[config.mk]
export PLATFORM = sky130hd
export DESIGN_NAME = pcie_device_cap_ctrl_regs
export DESIGN_NICKNAME = d
export VERILOG_FILES = /design/src/shared/devcap_pkg.sv /design/src/hdl/pcie_device_cap_ctrl_regs.sv
export VERILOG_INCLUDE_DIRS = /design/src /design/src/shared
export SDC_FILE = /design/constraint.sdc
export NUM_CORES = 1
export LEC_CHECK = 0
export BUFFER_PORTS_ARGS = -buffer_cell sky130_fd_sc_hd__buf_2
export CAP_MARGIN = 30
export CORE_AREA = 2 2 96 98
export CTS_BUF_LIST = sky130_fd_sc_hd__clkbuf_8
export CTS_CLUSTER_DIAMETER = 100
export CTS_CLUSTER_SIZE = 8
export DETAILED_ROUTE_END_ITERATION = 12
export DIE_AREA = 0 0 98 100
export GPL_ROUTABILITY_DRIVEN = 0
export PLACE_DENSITY_LB_ADDON = 0.3
export SYNTH_ARGS = -nofsm -noshare
export SYNTH_HDL_FRONTEND = slang
export SYNTH_SLANG_ARGS = --single-unit
[constraint.sdc]
create_clock -name clk -period 2.66 [get_ports clk]
set_input_delay 0.266 -clock clk [delete_from_list [all_inputs] [get_ports clk]]
set_output_delay 0.266 -clock clk [all_outputs]
set_load 0.05 [all_outputs]
[src/shared/devcap_defines.svh]
// offsets, field positions, reset values of the device capability/control block
`ifndef DEVCAP_DEFINES_SVH
`define DEVCAP_DEFINES_SVH

// register byte addresses
`define CAP_OFFSET          12'h0e4
`define CTRL_OFFSET         12'h0e8
`define MASK_OFFSET         12'h100

// capability word field positions
`define CAP_PAYLOAD_LSB     0
`define CAP_L0S_LSB         6
`define CAP_L1_LSB          9
`define CAP_ROLE_BIT        15
`define CAP_PWR_VAL_LSB     18
`define CAP_PWR_SCALE_LSB   26

// control word field positions
`define CTRL_ERR_LSB        0
`define CTRL_RELAX_BIT      4
`define CTRL_PAYLOAD_LSB    5
`define CTRL_AUX_BIT        10
`define STAT_LSB            16

// reset values
`define CAP_PAYLOAD_RESET   3'h1
`define CAP_L0S_RESET       3'h0
`define CAP_L1_RESET        3'h0
`define CAP_ROLE_RESET      1'h1
`define CAP_PWR_VAL_RESET   8'h00
`define CAP_PWR_SCALE_RESET 2'h0
`define CTRL_ERR_RESET      4'h0
`define CTRL_RELAX_RESET    1'h1
`define CTRL_PAYLOAD_RESET  3'h0
`define CTRL_AUX_RESET      1'h0
`define STAT_RESET          4'h0
`define MASK_RESET          4'h0

`endif

[src/shared/devcap_pkg.sv]
// types shared by the device capability/control block
package devcap_pkg;
  typedef logic [2:0]  payload_code_type;
  typedef logic [3:0]  err_vec_type;
  typedef logic [31:0] word_type;
  typedef enum logic {preload_capability, preload_control} preload_target_type;
endpackage

[src/hdl/pcie_device_cap_ctrl_regs.sv]
// device capability and control register pair with apb access and error interrupt
//
// Notes on behaviour
// payload capacity field reads 001b, meaning 256-byte payloads, unless preloaded.
// phantom, extended tag, attention and power indicator bits read zero.
// read-only standby exit latency field, resets to 000b.
// read-only deep sleep exit latency field, resets to 000b.
// read-only role-based error reporting bit, default value is loadable.
// slot power limit message value is captured into bits 25:18.
// slot power limit message scale is captured into bits 27:26, resets 00b.
// four writable error reporting enables, one each, reset to zero.
// payload limit writes above capacity are clamped; field resets to 000b.
// extended tag, phantom and no-snoop enables read zero always.
// read-only aux power enable bit, resets to zero.
// loadable fields take defaults from the smbus or eeprom preload port.
// writes to read-only, hardwired and reserved fields are ignored.
// relaxed ordering enable is read-write and resets to one.
// error detected flags set on every error, whatever the enables say.
`timescale 1ns/1ns
`include "devcap_defines.svh"

module pcie_device_cap_ctrl_regs #(
  parameter int ADDR_WIDTH = 12
) (
  input  wire logic                    clk,
  input  wire logic                    reset,
  input  wire logic [ADDR_WIDTH-1:0]   paddr,
  input  wire logic                    psel,
  input  wire logic                    penable,
  input  wire logic                    pwrite,
  input  wire logic [31:0]             pwdata,
  input  wire logic [3:0]              pstrb,
  output logic [31:0]                  prdata,
  output logic                         pready,
  output logic                         pslverr,
  input  wire logic                    preload_valid,
  input  wire devcap_pkg::preload_target_type preload_target,
  input  wire logic [31:0]             preload_data,
  input  wire logic                    slot_msg_valid,
  input  wire logic [7:0]              slot_msg_value,
  input  wire logic [1:0]              slot_msg_scale,
  input  wire logic [3:0]              err_detect,
  output logic                         irq,
  output logic [3:0]                   report_enable,
  output logic                         relaxed_order_enable,
  output logic [2:0]                   payload_limit,
  output logic                         aux_power_enable
);

  ////////////////////////////////////////////////////////////////////////////
  // helper functions

  // byte strobes to a bit mask
  function automatic devcap_pkg::word_type byte_mask(input logic [3:0] strb);
    devcap_pkg::word_type m;
    m = 32'h0000_0000;
    for (int i = 0; i < 4; i++) begin
      m[i*8 +: 8] = {8{strb[i]}};
    end
    return m;
  endfunction

  // limit a requested payload code to the advertised capacity
  function automatic devcap_pkg::payload_code_type clamp_payload(
    input devcap_pkg::payload_code_type req,
    input devcap_pkg::payload_code_type cap
  );
    return (req > cap) ? cap : req;
  endfunction

  ////////////////////////////////////////////////////////////////////////////
  // register state

  devcap_pkg::payload_code_type cap_payload;
  devcap_pkg::payload_code_type next_cap_payload;
  logic [2:0]                   cap_l0s;
  logic [2:0]                   next_cap_l0s;
  logic [2:0]                   cap_l1;
  logic [2:0]                   next_cap_l1;
  logic                         cap_role;
  logic                         next_cap_role;
  logic [7:0]                   cap_pwr_val;
  logic [7:0]                   next_cap_pwr_val;
  logic [1:0]                   cap_pwr_scale;
  logic [1:0]                   next_cap_pwr_scale;
  devcap_pkg::err_vec_type      err_en;
  devcap_pkg::err_vec_type      next_err_en;
  logic                         relax_en;
  logic                         next_relax_en;
  devcap_pkg::payload_code_type ctl_payload;
  devcap_pkg::payload_code_type next_ctl_payload;
  logic                         aux_en;
  logic                         next_aux_en;
  devcap_pkg::err_vec_type      err_status;
  devcap_pkg::err_vec_type      next_err_status;
  devcap_pkg::err_vec_type      err_mask;
  devcap_pkg::err_vec_type      next_err_mask;

  // bus answer state
  logic [31:0]                  next_prdata;
  logic                         next_pready;
  logic                         next_pslverr;
  logic                         next_irq;

  ////////////////////////////////////////////////////////////////////////////
  // address decode and word images

  logic                         hit_cap;
  logic                         hit_ctrl;
  logic                         hit_mask;
  logic                         hit_any;
  logic                         wr_commit;
  devcap_pkg::word_type         wmask;
  devcap_pkg::word_type         wr_bits;
  devcap_pkg::word_type         cap_word;
  devcap_pkg::word_type         ctrl_word;
  devcap_pkg::word_type         mask_word;

  assign hit_cap   = (paddr == ADDR_WIDTH'(`CAP_OFFSET));
  assign hit_ctrl  = (paddr == ADDR_WIDTH'(`CTRL_OFFSET));
  assign hit_mask  = (paddr == ADDR_WIDTH'(`MASK_OFFSET));
  assign hit_any   = hit_cap | hit_ctrl | hit_mask;
  // a write lands only on the edge that samples pready high
  assign wr_commit = psel & penable & pready & pwrite;
  assign wmask     = byte_mask(pstrb);
  assign wr_bits   = pwdata & wmask;

  // capability word, unimplemented and reserved bits fixed at zero
  always_comb begin
    cap_word = 32'h0000_0000;
    cap_word[`CAP_PAYLOAD_LSB +: 3]   = cap_payload;
    cap_word[`CAP_L0S_LSB +: 3]       = cap_l0s;
    cap_word[`CAP_L1_LSB +: 3]        = cap_l1;
    cap_word[`CAP_ROLE_BIT]           = cap_role;
    cap_word[`CAP_PWR_VAL_LSB +: 8]   = cap_pwr_val;
    cap_word[`CAP_PWR_SCALE_LSB +: 2] = cap_pwr_scale;
  end

  // control word with detected flags in the upper half
  always_comb begin
    ctrl_word = 32'h0000_0000;
    ctrl_word[`CTRL_ERR_LSB +: 4]     = err_en;
    ctrl_word[`CTRL_RELAX_BIT]        = relax_en;
    ctrl_word[`CTRL_PAYLOAD_LSB +: 3] = ctl_payload;
    ctrl_word[`CTRL_AUX_BIT]          = aux_en;
    ctrl_word[`STAT_LSB +: 4]         = err_status;
  end

  // interrupt mask word, same layout as the flags
  always_comb begin
    mask_word = 32'h0000_0000;
    mask_word[`STAT_LSB +: 4] = err_mask;
  end

  ////////////////////////////////////////////////////////////////////////////
  // capability fields: preload and slot power message

  always_comb begin
    next_cap_payload   = cap_payload;
    next_cap_l0s       = cap_l0s;
    next_cap_l1        = cap_l1;
    next_cap_role      = cap_role;
    next_cap_pwr_val   = cap_pwr_val;
    next_cap_pwr_scale = cap_pwr_scale;
    // bus writes never reach this word
    if (preload_valid && preload_target == devcap_pkg::preload_capability) begin
      next_cap_payload   = preload_data[`CAP_PAYLOAD_LSB +: 3];
      next_cap_l0s       = preload_data[`CAP_L0S_LSB +: 3];
      next_cap_l1        = preload_data[`CAP_L1_LSB +: 3];
      next_cap_role      = preload_data[`CAP_ROLE_BIT];
      next_cap_pwr_val   = preload_data[`CAP_PWR_VAL_LSB +: 8];
      next_cap_pwr_scale = preload_data[`CAP_PWR_SCALE_LSB +: 2];
    end
    // a received message overrides the loaded power limit
    if (slot_msg_valid) begin
      next_cap_pwr_val   = slot_msg_value;
      next_cap_pwr_scale = slot_msg_scale;
    end
  end

  always_ff @(posedge clk or posedge reset) begin
    if (reset) begin
      cap_payload   <= `CAP_PAYLOAD_RESET;
      cap_l0s       <= `CAP_L0S_RESET;
      cap_l1        <= `CAP_L1_RESET;
      cap_role      <= `CAP_ROLE_RESET;
      cap_pwr_val   <= `CAP_PWR_VAL_RESET;
      cap_pwr_scale <= `CAP_PWR_SCALE_RESET;
    end else begin
      cap_payload   <= next_cap_payload;
      cap_l0s       <= next_cap_l0s;
      cap_l1        <= next_cap_l1;
      cap_role      <= next_cap_role;
      cap_pwr_val   <= next_cap_pwr_val;
      cap_pwr_scale <= next_cap_pwr_scale;
    end
  end

  ////////////////////////////////////////////////////////////////////////////
  // control fields: software writes, preload takes priority

  always_comb begin
    next_err_en      = err_en;
    next_relax_en    = relax_en;
    next_ctl_payload = ctl_payload;
    next_aux_en      = aux_en;
    // only the writable bits are merged, the rest is dropped
    if (wr_commit && hit_ctrl) begin
      if (pstrb[0]) begin
        next_err_en      = pwdata[`CTRL_ERR_LSB +: 4];
        next_relax_en    = pwdata[`CTRL_RELAX_BIT];
        next_ctl_payload = clamp_payload(pwdata[`CTRL_PAYLOAD_LSB +: 3], cap_payload);
      end
    end
    if (preload_valid && preload_target == devcap_pkg::preload_control) begin
      next_err_en      = preload_data[`CTRL_ERR_LSB +: 4];
      next_ctl_payload = clamp_payload(preload_data[`CTRL_PAYLOAD_LSB +: 3], cap_payload);
      next_aux_en      = preload_data[`CTRL_AUX_BIT];
    end
  end

  always_ff @(posedge clk or posedge reset) begin
    if (reset) begin
      err_en      <= `CTRL_ERR_RESET;
      relax_en    <= `CTRL_RELAX_RESET;
      ctl_payload <= `CTRL_PAYLOAD_RESET;
      aux_en      <= `CTRL_AUX_RESET;
    end else begin
      err_en      <= next_err_en;
      relax_en    <= next_relax_en;
      ctl_payload <= next_ctl_payload;
      aux_en      <= next_aux_en;
    end
  end

  ////////////////////////////////////////////////////////////////////////////
  // detected flags, mask and interrupt

  always_comb begin
    next_err_status = err_status;
    next_err_mask   = err_mask;
    // write one to clear
    if (wr_commit && hit_ctrl) begin
      next_err_status = err_status & ~wr_bits[`STAT_LSB +: 4];
    end
    // a new error wins over a clear in the same cycle
    next_err_status = next_err_status | err_detect;
    if (wr_commit && hit_mask) begin
      next_err_mask = (err_mask & ~wmask[`STAT_LSB +: 4]) | wr_bits[`STAT_LSB +: 4];
    end
    next_irq = |(next_err_status & next_err_mask);
  end

  always_ff @(posedge clk or posedge reset) begin
    if (reset) begin
      err_status <= `STAT_RESET;
      err_mask   <= `MASK_RESET;
      irq        <= 1'b0;
    end else begin
      err_status <= next_err_status;
      err_mask   <= next_err_mask;
      irq        <= next_irq;
    end
  end

  ////////////////////////////////////////////////////////////////////////////
  // apb answer: one wait state, data and error registered

  always_comb begin
    next_pready  = 1'b0;
    next_prdata  = 32'h0000_0000;
    next_pslverr = 1'b0;
    if (psel && penable && !pready) begin
      next_pready  = 1'b1;
      next_pslverr = !hit_any;
      if (!pwrite) begin
        if (hit_cap) begin
          next_prdata = cap_word;
        end else if (hit_ctrl) begin
          next_prdata = ctrl_word;
        end else if (hit_mask) begin
          next_prdata = mask_word;
        end
      end
    end
  end

  always_ff @(posedge clk or posedge reset) begin
    if (reset) begin
      pready  <= 1'b0;
      prdata  <= 32'h0000_0000;
      pslverr <= 1'b0;
    end else begin
      pready  <= next_pready;
      prdata  <= next_prdata;
      pslverr <= next_pslverr;
    end
  end

  ////////////////////////////////////////////////////////////////////////////
  // control outputs, registered copies of the fields

  always_ff @(posedge clk or posedge reset) begin
    if (reset) begin
      report_enable        <= `CTRL_ERR_RESET;
      relaxed_order_enable <= `CTRL_RELAX_RESET;
      payload_limit        <= `CTRL_PAYLOAD_RESET;
      aux_power_enable     <= `CTRL_AUX_RESET;
    end else begin
      report_enable        <= next_err_en;
      relaxed_order_enable <= next_relax_en;
      payload_limit        <= next_ctl_payload;
      aux_power_enable     <= next_aux_en;
    end
  end

endmodule // pcie_device_cap_ctrl_regs

### After elaboration in Yosys (flattened, before gate mapping)

Cells that the tools add are included.

* register bits after elaboration: 72
* input port bits: 102
* word-level logic and storage cells: 70
* output and inout bits: 44

* eq/ne operators: 3
* magnitude comparators: 2
* multiplexer cells: 21
* bitwise logic cells: 14
* reduce and logical (&&, ||, !) cells: 14

Operators with widths (number)
* $mux W28: 3
* $mux W20: 2
* $eq A12 B8 Y1 const B: 2
* $and A20 B20 Y20: 1
* $mux W4: 5
* $mux W8: 2
* $mux W3: 5
* $and A4 B4 Y4: 3
* $eq A12 B9 Y1 const B: 1
* $not A4 Y4: 2
* $or A4 B4 Y4: 2
* $gt A3 B3 Y1: 2
* $logic_and A1 B1 Y1: 6
* $reduce_bool A2 Y1: 3
* $mux W2: 2
* $reduce_and A2 Y1: 2
* $reduce_or A4 Y1: 1
* $and A1 B1 Y1: 3
* $logic_not A1 Y1: 2
* $mux W1: 2
* $or A1 B1 Y1: 2
* $not A1 Y1: 1

### Logic depth before layout (Yosys ltp)

Gate-level depths: netlist of the first run.

* word-level depth: 8
* gate-level depth with buffers: 7
* gate-level depth less buffers: 7

### Worst setup path after synthesis of the first run

OpenSTA, ideal clock, no wires.

* path type: reg2reg
* start point: reg pready
* end point: reg irq
* setup time: 0.138 ns
* slack: 0.946 ns
* period minus slack after synthesis: 1.714 ns
* data required time: 2.522 ns
* cell stages (with the launch flop): 6
* arrival time: 1.576 ns
* path buffers: 0
* cells stage by stage: dfrtp_1 > and4_4 > nand4_1 > o21ai_0 > a2bb2o_4 > o2111ai_1

* longest elaborated chain between the ends: 7
* elaborated cells on any way between the ends: 9
* classes of those cells: mux (2); bitwise (4); reduce/logical (3)

Ends and longest elaborated chain
* from (decl): line pcie_device_cap_ctrl_regs.sv:34 `output logic pready,`
* from (signal assigned): line pcie_device_cap_ctrl_regs.sv:294 `pready <= next_pready;`
* $and A1 B1 Y1 (*) (2 in a row): line pcie_device_cap_ctrl_regs.sv:124 `assign wr_commit = psel & penable & pready & pwrite;`
* $logic_and A1 B1 Y1: line pcie_device_cap_ctrl_regs.sv:243 `if (wr_commit && hit_ctrl) begin`
* $mux W4: line pcie_device_cap_ctrl_regs.sv:243
* $or A4 B4 Y4: line pcie_device_cap_ctrl_regs.sv:247 `next_err_status = next_err_status | err_detect;`
* $and A4 B4 Y4 (*): line pcie_device_cap_ctrl_regs.sv:251 `next_irq = |(next_err_status & next_err_mask);`
* $reduce_or A4 Y1 (*): line pcie_device_cap_ctrl_regs.sv:251
* named net next_irq: line pcie_device_cap_ctrl_regs.sv:103 `logic next_irq;`
* to (signal assigned): line pcie_device_cap_ctrl_regs.sv:262 `irq <= next_irq;`
* to (decl): line pcie_device_cap_ctrl_regs.sv:43 `output logic irq,`

The timed path passes the listed nets; every way through them passes the cells marked *.
A chain may end at the register's enable or synchronous reset.

### Worst setup path after layout of the first run

* start point: reg cap_payload[1]
* end point: reg payload_limit[2]

* longest elaborated chain between the ends: 5
* elaborated cells on any way between the ends: 7
* classes of those cells: order compare (2); mux (5)

Ends and longest elaborated chain
* from (decl): line pcie_device_cap_ctrl_regs.sv:74 `devcap_pkg::payload_code_type cap_payload;`
* from (signal assigned): line pcie_device_cap_ctrl_regs.sv:183 `` cap_payload <= `CAP_PAYLOAD_RESET; ``
* from (signal assigned): line pcie_device_cap_ctrl_regs.sv:190 `cap_payload <= next_cap_payload;`
* $gt A3 B3 Y1: line pcie_device_cap_ctrl_regs.sv:68 `return (req > cap) ? cap : req;`
* $mux W3: line pcie_device_cap_ctrl_regs.sv:68
* $mux W3: line pcie_device_cap_ctrl_regs.sv:209 `if (pstrb[0]) begin`
* $mux W3: line pcie_device_cap_ctrl_regs.sv:208 `if (wr_commit && hit_ctrl) begin`
* $mux W3 (*): line pcie_device_cap_ctrl_regs.sv:215 `if (preload_valid && preload_target == devcap_pkg::preload_control) begin`
* to (signal assigned): line pcie_device_cap_ctrl_regs.sv:307 `` payload_limit <= `CTRL_PAYLOAD_RESET; ``
* to (signal assigned): line pcie_device_cap_ctrl_regs.sv:312 `payload_limit <= next_ctl_payload;`
* to (decl): line pcie_device_cap_ctrl_regs.sv:46 `output logic [2:0] payload_limit,`

Mark *: on every way between the ends. The rest lies on a longest branch, timed or not. The select of a mux whose other input is x is not followed.

==> impl_metrics.py, run 1 <==
metrics = {
    "detailed_routing": {
        "num_vias": 2349,
        "firstDrtPassIters": 4,
        "avgRoutedWirePerCell_um": 14.1,
        "viasPerCell": 4.77,
        "drt-initial-drc-count": 58,
        "route.antenna.remaining_nets": 0,
        "post-route-drc-count": 0,
        "routed_wirelength_mm": 6.94,
    },
    "floorplan": {
        "fp.dieH_um": 100,
        "num_io_pins": 146,
        "row_count": 35,
        "core_area_mm2": 0.00889,
        "start_util_pct": 33.6,
        "die_w_um": 98,
        "die_area_mm2": 0.00980,
    },
    "global_routing": {
        "grt_max_degree": 43,
        "grt.busiest_layer": "met2",
        "grt_pass1_vias": 2283,
        "grt_usage_pct": 14.4,
        "gr-usage-met2_pct": 24.1,
        "antenna_found_initial": 0,
        "overflow": 0,
        "grtUsageMet1_pct": 18.2,
        "grt_pass1_wl_mm": 11.3,
        "grt_util_met3_pct": 3.13,
    },
    "flow_run": {
        "max_cap_violations": 0,
    },
    "synthesis": {
        "ys_types": 46,
        "synthArstFlopShare_pct": 100,
        "synth_cells": 263,
        "synth_ff_type": "dfrtp_1",
        "synth-edff-count": 0,
        "ys_ff_latch": 65,
        "synth_area_mm2": 0.00299,
        "ys_seq_area_share_pct": 54.6,
        "synth_warnings": 0,
        "avgSynthCellArea_um2": 11.4,
    },
    "layout": {
        "layout_commonest_cell": "buf_2",
        "final_cell_mix": "buf_2, dfrtp_1, nand2_1",
        "layout-drive-gt1-share_pct": 39.9,
        "fillers": 884,
        "final_util_pct": 42.8,
        "syn2layout_area_growth_pct": 27.3,
        "antenna_cells": 0,
        "nets": 484,
    },
    "timing": {
        "finalSetupViolations": 0,
        "finalClockSkew_ps": 8.40,
        "maxSlewViolCount": 0,
        "rsz0062_at_grt": "false",
        "tns_ps": 0,
        "setup_ws_ps": 774,
        "fin_hold_ws_ps": 124,
        "fmax_mhz": 530,
        "final.period_utilization_pct": 70.9,
        "finalCriticalPeriod_ps": 1890,
        "finalHoldViolations": 0,
        "worst_pin_slew_ps": 662,
        "relSlewSlack_pct": 55.7,
    },
    "clock_tree": {
        "cts.path.max_buffers": 2,
        "cts-root-buf": "clkbuf_8",
        "clkTransAtPathRegs_ps": 70,
        "cts_setup_buffers": 0,
        "post_cts_resized": 0,
        "cts_buffers": 9,
        "htree_num_levels": 3,
        "cts_tree": "yes",
        "insertion_delay_ps": 340,
        "clock-sinks": 65,
    },
    "placement": {
        "port_buffers": 106,
        "pre_cts_slack_ps": 709,
        "post-dp-hpwl_mm": 5.23,
    },
    "critical_path": {
        "critical_path_class": "register to register",
        "start_kind": "register",
        "r2r_setup_slack_ps": 770,
        "cp_data_arrival_time_ps": 2110,
        "r2r_cells": 7,
        "rr_endpoint": "payload_limit[2]",
        "worstPathRequired_ps": 2890,
        "worst_setup_path_end_kind": "register",
        "reg2reg_from": "cap_payload[1]",
        "critPathMaxFanout": 3,
    },
    "status": {
        "status": "completed",
    },
    "worst_hold_path": {
        "hp-start": "err_detect[1]",
        "whs_path_depth": 2,
        "hp-class": "input pin to register",
        "min_to": "err_status[1]",
    },
    "power_and_ir_drop": {
        "cellLeakagePower_nw": 1.98,
        "powerDensity_mw_per_mm2": 590,
        "vdd_drop_max_v": 0.000228,
    },
}
## critical path: stages, from the launching register on
cell	delay (ps)
dfrtp_1	400
inv_1	120
ha_1	250
nor2b_1	130
o21ai_0	210
a211o_1	220
a21oi_1	100
o41ai_1	340
## per-layer routing
| layer | part of all wire, % | wire [um] | up-vias |
|---|---|---|---|
| met5 | 0 | 0 | - |
| met2 | 50 | 3440 | 59 |
| met1 | 44 | 3060 | 1140 |
| met3 | 4.3 | 295 | 9 |
| li1 | - | - | 1141 |
| met4 | 1.9 | 131 | 0 |
## what timing repair did
item	4_1_cts	5_1_grt
hold buffers	1	0
endpoints found under the setup margin	0	0
endpoints found under the hold margin	22	0
## worst max-delay path by stage
stage | start | to | slack (ps)
3_3_place_gp | paddr[2] | payload_limit[1] | 750
3_5_place_dp | paddr[2] | payload_limit[2] | 710
2_1_floorplan | reset | aux_power_enable | 770
6_report | cap_payload[1] | payload_limit[2] | 770
4_1_cts | cap_payload[1] | payload_limit[2] | 810
5_1_grt | cap_payload[1] | payload_limit[2] | 600
## power breakdown
group	internal (mW)	switching (mW)	total [mW]
logic	0.131	0.244	0.375
registers	1.05	0.0395	1.09
clock network	0.407	0.373	0.779
## state kept, by name, summed over array words and instances (netlist names), 2 cells and up
signal,count
err_mask,4
err_status,4
cap_pwr_scale,2
cap_pwr_val,8
payload_limit,3
cap_l0s,3
cap_l1,3
report_enable,4
prdata,25
cap_payload,3
## final cells by class
class | instances | area, um^2 | share of cell area [%]
Sequential cell | 65 | 1630 | 42.8
Inverter | 14 | 52.6 | 1.38
Timing Repair Buffer | 111 | 571 | 15.0
Multi-Input combinational cell | 175 | 1230 | 32.3
Tap cell | 111 | 139 | 3.65
Clock inverter | 4 | 18.8 | 0.493
Clock buffer | 12 | 165 | 4.34
## cell families after synthesis
family | after synthesis | synth area share [%]
buf+inv | 29 | 5.15
simple gates | 88 | 17.5
flops | 65 | 54.6
fa+ha+maj | 6 | 2.51
compound gates | 50 | 11.6
mux | 24 | 8.54
other cells | 1 | 0.126
## synth_stat cells, drive strengths merged (2+ instances only)
cell type / number / area (um^2)
dfrtp: 62 / 1550
nand2: 26 / 97.6
o21ai: 21 / 105
and2: 17 / 106
mux2i: 15 / 150
inv: 14 / 52.6
buf: 12 / 90.1
mux2: 9 / 105
nor3: 8 / 40.0
nor2: 7 / 33.8
a21oi: 6 / 30.0
a22o: 6 / 52.6
ha: 6 / 75.1
nand3: 5 / 25.0
a31oi: 4 / 31.3
nor2b: 4 / 25.0
a2bb2o: 3 / 41.3
and3: 3 / 18.8
and4: 3 / 31.3
and4b: 3 / 31.3
clkbuf: 3 / 11.3
dfstp: 3 / 78.8
nor4: 3 / 33.8
o41ai: 3 / 26.3
or2: 3 / 18.8
a211o: 2 / 17.5
a222oi: 2 / 20.0
a22oi: 2 / 15.0
nor3b: 2 / 26.3
## through the flow
step | cells | total power, mW | instance area, um^2
after global placement | 475 | 1.47 | 3610
final | 492 | 2.24 | 3800
after CTS | 492 | 2.26 | 3800
after detailed placement | 475 | 1.49 | 3610
after floorplan | 269 | 1.36 | 3010
after global routing | 492 | 2.34 | 3800
Note: power is estimated with default switching activity, not from simulation.
==> run 2, diff against run 1 <==
==> constraint.sdc (replaced) <==
create_clock -name clk -period 1.9 [get_ports clk]
set_input_delay 0.19 -clock clk [delete_from_list [all_inputs] [get_ports clk]]
set_output_delay 0.19 -clock clk [all_outputs]
set_load 0.05 [all_outputs]
==> run 2 against run 1 <==
Net effect: clock-buffer cell count shrank 1; total power is 51% higher; die area is the same; worst hold slack got worse by 67 ps; flip-flop and latch count is the same; routed wire length down 0.39%; maximum frequency rose by 4.7%; register-to-register slack got worse by 680 ps; non-clock buffer count grew 3; largest cell class unchanged.
==> impl_metrics.py, run 2 (synthesis results as in run 1) <==
metrics = {
    "status": {
        "status": "completed",
    },
    "layout": {
        "reg_top3": "prdata (25), cap_pwr_val (8)",
        "top_register": "prdata",
        "layout_commonest_cell": "buf_2",
        "final_cell_mix": "buf_2, dfrtp_1, nand2_1",
        "largest_reg_flops": 25,
        "antenna_cells": 0,
        "layout-drive-gt1-share_pct": 40.9,
        "nets": 487,
        "fillers": 868,
        "syn2layout_area_growth_pct": 30.3,
    },
    "clock_tree": {
        "clock-sinks": 65,
        "insertion_delay_ps": 330,
        "cts_buffers": 9,
        "cts_tree": "yes",
        "cts_setup_buffers": 0,
        "clkTransAtPathRegs_ps": 70,
        "cts-root-buf": "clkbuf_8",
        "htree_num_levels": 3,
        "cts.path.max_buffers": 2,
    },
    "detailed_routing": {
        "route.antenna.remaining_nets": 0,
        "post-route-drc-count": 0,
        "firstDrtPassIters": 4,
        "drt-initial-drc-count": 33,
        "num_vias": 2339,
        "routed_wirelength_mm": 6.91,
        "viasPerCell": 4.73,
        "avgRoutedWirePerCell_um": 14.0,
    },
    "global_routing": {
        "grt_pass1_vias": 2306,
        "antenna_found_initial": 0,
        "grt_usage_pct": 14.6,
        "grt_pass1_wl_mm": 11.3,
        "overflow": 0,
        "grt_max_degree": 66,
    },
    "critical_path": {
        "worstPathRequired_ps": 2120,
        "path_buf_inv": 1,
        "path_depth": 7,
        "cp_data_arrival_time_ps": 2030,
        "start_kind": "register",
        "critPathMaxFanout": 3,
        "critical_path_class": "register to register",
        "r2r_setup_slack_ps": 100,
        "cpPeakStageDelay_ps": 400,
        "crit_start": "cap_payload[1]",
        "reg2reg_from": "cap_payload[1]",
        "cp_slowest_cell": "dfrtp_1",
        "cp_top_family": "compound AO/OA/AOI/OAI gates",
        "crit_end": "payload_limit[0]",
        "rr_endpoint": "payload_limit[0]",
        "worst_setup_path_end_kind": "register",
        "worstPathCellList": "inv_1 > ha_1 > nor2b_1 > o21ai_1 > a211o_1 > a21oi_1 > o41ai_1",
        "r2r_cells": 7,
    },
    "floorplan": {
        "fp.dieH_um": 100,
        "row_count": 35,
        "num_io_pins": 146,
        "core_area_mm2": 0.00889,
        "die_area_mm2": 0.00980,
        "die_w_um": 98,
        "start_util_pct": 33.6,
    },
    "timing": {
        "fmax_mhz": 555,
        "worst_pin_slew_ps": 547,
        "tns_ps": 0,
        "finalClockSkew_ps": 6.10,
        "relSlewSlack_pct": 63.4,
        "rsz0062_at_grt": "false",
        "finalSetupViolations": 0,
        "finalCriticalPeriod_ps": 1800,
        "final.period_utilization_pct": 94.8,
        "finalHoldViolations": 0,
        "maxSlewViolCount": 0,
    },
    "power_and_ir_drop": {
        "cellLeakagePower_nw": 2.01,
        "powerDensity_mw_per_mm2": 869,
        "vdd_drop_max_v": 0.000475,
        "report.power.total_mw": 3.38,
    },
    "flow_run": {
        "max_cap_violations": 0,
    },
    "placement": {
        "post-dp-hpwl_mm": 5.20,
        "port_buffers": 106,
    },
    "worst_hold_path": {
        "hp-class": "input pin to register",
    },
}
-- run 2: worst min-delay path: cells and delay by family --
| kind | cells | cell delay [ps] |
|---|---|---|
| AOI/OAI and AO/OA | 1 | 40 |
| buffers and inverters | 2 | 120 |
-- run 2: area by class of cell --
class	instances	area, um^2	share of cell area (%)
repair buffers	114	606	15.6
clock buffers	11	151	3.89
flip-flops and latches	65	1630	41.9
well taps	111	139	3.57
multi-input cells	175	1240	31.8
inverters	14	52.6	1.35
clock inverters	5	77.6	1.99
-- run 2: worst min-delay path by stage --
stage,start,endpoint,slack (ps),cells past startpoint
4_1_cts,err_detect[3],err_status[3],30,3
3_5_place_dp,reset,cap_pwr_val[3],290,3
5_1_grt,slot_msg_value[1],cap_pwr_val[1],50,3
3_3_place_gp,reset,cap_pwr_val[3],290,3
6_report,err_detect[3],err_status[3],60,3
2_1_floorplan,pwrite,prdata[18],260,1
-- run 2: timing repair --
action / 4_1_cts / 5_1_grt
setup endpoints to repair: 0 / 3
hold endpoints to repair: 62 / 0
hold buffers: 1 / 0
resized for setup: 0 / 3
-- run 2: stage by stage --
stage / cells / util [%] / setup slack (ps) / cell area, um^2 / hold WS [ps]
6_report: 495 / 43.8 / 97.9 / 3890 / 56.8
5_1_grt: 495 / 43.8 / 7.43 / 3890 / 47.9
4_1_cts: 495 / 43.7 / 6.88 / 3880 / 33.0
3_5_place_dp: 478 / 41.0 / 30.4 / 3650 / 291
3_3_place_gp: 478 / 41.0 / 117 / 3650 / 285
2_1_floorplan: 269 / - / 88.5 / 3010 / 263
-- run 2: metal layers --
| metal | track usage [%] | part of all wire [%] |
|---|---|---|
| met1 | 18.3 | 43 |
| met2 | 24.6 | 51 |
| met4 | 5.45 | 1.2 |
| met5 | 0 | 0 |
| met3 | 3.48 | 4.5 |
-- run 2: where the power goes --
part	total, mW	internal, mW	switching, mW	leakage (nW)
combinational	0.535	0.193	0.342	1.07
sequential	1.52	1.47	0.0533	0.827
clock	1.32	0.806	0.516	0.115
==> run 3, diff against run 2 <==
==> constraint.sdc (replaced) <==
create_clock -name clk -period 2.1 [get_ports clk]
set_input_delay 0.21 -clock clk [delete_from_list [all_inputs] [get_ports clk]]
set_output_delay 0.21 -clock clk [all_outputs]
set_load 0.05 [all_outputs]
==> run 3 against run 2 <==
Net effect: clock skew is 1.2 ps higher; flip-flop and latch count stayed put; core utilization is 0.30 points lower; clock-buffer cell count is 2 lower; total power is 11% lower; routed wire length is 0.33% lower; final cell count stayed put; sequential power is 9% lower; global-route usage hardly changed; die area stayed put; sequential share of layout area is 0.28 points higher; largest power group unchanged.
==> impl_metrics.py, run 3 (synthesis results as in run 1) <==
metrics = {
    "timing": {
        "finalCriticalPeriod_ps": 1860,
        "finalClockSkew_ps": 7.27,
        "finalHoldViolations": 0,
        "final.period_utilization_pct": 88.8,
        "rsz0062_at_grt": "false",
        "relSlewSlack_pct": 53.1,
        "finalSetupViolations": 0,
        "fmax_mhz": 536,
        "tns_ps": 0,
        "worst_pin_slew_ps": 702,
        "maxSlewViolCount": 0,
    },
    "power_and_ir_drop": {
        "switching_power_mw": 0.834,
        "swShare_pct": 27.9,
        "report.power.total_mw": 2.99,
        "cellLeakagePower_nw": 2.01,
        "p_comb_share_pct": 15.9,
        "clockPowerShare_pct": 38.0,
        "vdd_drop_max_v": 0.000316,
        "pwr-share-seq_pct": 46.1,
        "intPower_mw": 2.16,
        "powerDensity_mw_per_mm2": 774,
    },
    "detailed_routing": {
        "post-route-drc-count": 0,
        "drt-initial-drc-count": 75,
        "avgRoutedWirePerCell_um": 13.9,
        "routed_wirelength_mm": 6.89,
        "route.antenna.remaining_nets": 0,
        "num_vias": 2306,
        "firstDrtPassIters": 4,
        "viasPerCell": 4.66,
    },
    "critical_path": {
        "r2r_cells": 7,
        "critPathMaxFanout": 3,
        "worstPathRequired_ps": 2320,
        "worst_setup_path_end_kind": "register",
        "start_kind": "register",
        "cp_data_arrival_time_ps": 2090,
        "critical_path_class": "register to register",
    },
    "global_routing": {
        "antenna_found_initial": 0,
        "grt_pass1_vias": 2295,
        "grt_max_degree": 43,
        "grt_usage_pct": 14.6,
        "overflow": 0,
        "grt_pass1_wl_mm": 11.2,
    },
    "layout": {
        "reg_top3": "prdata (25), cap_pwr_val (8)",
        "fillers": 902,
        "syn2layout_area_growth_pct": 29.4,
        "layout_commonest_cell": "buf_2",
        "antenna_cells": 0,
        "top_register": "prdata",
        "nets": 487,
        "layout-drive-gt1-share_pct": 40.4,
        "largest_reg_flops": 25,
        "final_cell_mix": "buf_2, dfrtp_1, nand2_1",
    },
    "floorplan": {
        "num_io_pins": 146,
        "core_area_mm2": 0.00889,
        "row_count": 35,
        "fp.dieH_um": 100,
        "die_area_mm2": 0.00980,
        "start_util_pct": 33.6,
        "die_w_um": 98,
    },
    "placement": {
        "port_buffers": 106,
        "post-dp-hpwl_mm": 5.21,
    },
    "clock_tree": {
        "insertion_delay_ps": 340,
        "htree_num_levels": 3,
        "cts-root-buf": "clkbuf_8",
        "cts.path.max_buffers": 2,
        "hold_buffers": 1,
        "cts_tree": "yes",
        "cts_setup_buffers": 0,
        "clock-sinks": 65,
        "post_cts_resized": 0,
        "clkTransAtPathRegs_ps": 70,
        "cts_buffers": 9,
    },
    "flow_run": {
        "max_cap_violations": 0,
    },
    "worst_hold_path": {
        "whs_path_depth": 2,
        "hp-class": "input pin to register",
    },
    "status": {
        "status": "completed",
    },
}
run 3: path summary, 6_finish.rpt:
kind	end	from	slack, ps
max	payload_limit[1]	cap_payload[1]	240
min	err_status[1]	err_detect[1]	70
max reg2reg	payload_limit[1]	cap_payload[1]	240
min reg2reg	prdata[8]	cap_l0s[2]	480
max in group asynchronous	cap_payload[0]	reset	970
min in group asynchronous	cap_pwr_val[3]	reset	450
run 3: through the flow:
stage | util [%] | area (um^2) | hold WS (ps) | std cells | worst slack, ps
after global placement | 41.0 | 3650 | 280 | 478 | 318
after detailed placement | 41.0 | 3650 | 289 | 478 | 261
after CTS | 43.5 | 3870 | 54.6 | 495 | 236
final | 43.5 | 3870 | 68.7 | 495 | 236
after global routing | 43.5 | 3870 | 58.2 | 495 | 44.6
after floorplan | - | 3010 | 283 | 269 | 269
run 3: final cells by class:
cell class	count	area (um^2)	share of cell area (%)
clock buffer	9	124	3.20
tap	111	139	3.59
clock inverter	7	86.3	2.23
sequential	65	1630	42.2
multi-input combinational	175	1230	31.8
timing repair buffer	114	606	15.7
inverter	14	52.6	1.36
run 3: per-layer routing:
| layer | global-route usage, % | vias up | wire length (um) |
|---|---|---|---|
| met5 | 0 | - | 0 |
| li1 | - | 1151 | - |
| met1 | 19.0 | 1078 | 3060 |
| met2 | 23.3 | 66 | 3350 |
| met4 | 5.88 | 0 | 132 |
| met3 | 3.90 | 11 | 347 |
run 3: power by group through the flow:
stage / registers (mW) / logic [mW] / clock network (mW)
final: 1.38 / 0.476 / 1.14
after global routing: 1.40 / 0.528 / 1.23
after CTS: 1.38 / 0.483 / 1.17
after detailed placement: 1.41 / 0.480 / 0
after global placement: 1.40 / 0.469 / 0
after floorplan: 1.49 / 0.227 / 0
run 3: critical path: stages, from the launching register on:
cell     delay [ps]
dfrtp_1         390
inv_1           120
ha_1            250
nor2b_1         130
o21ai_0         220
a211o_1         220
a21oi_1          80
o41ai_1         350
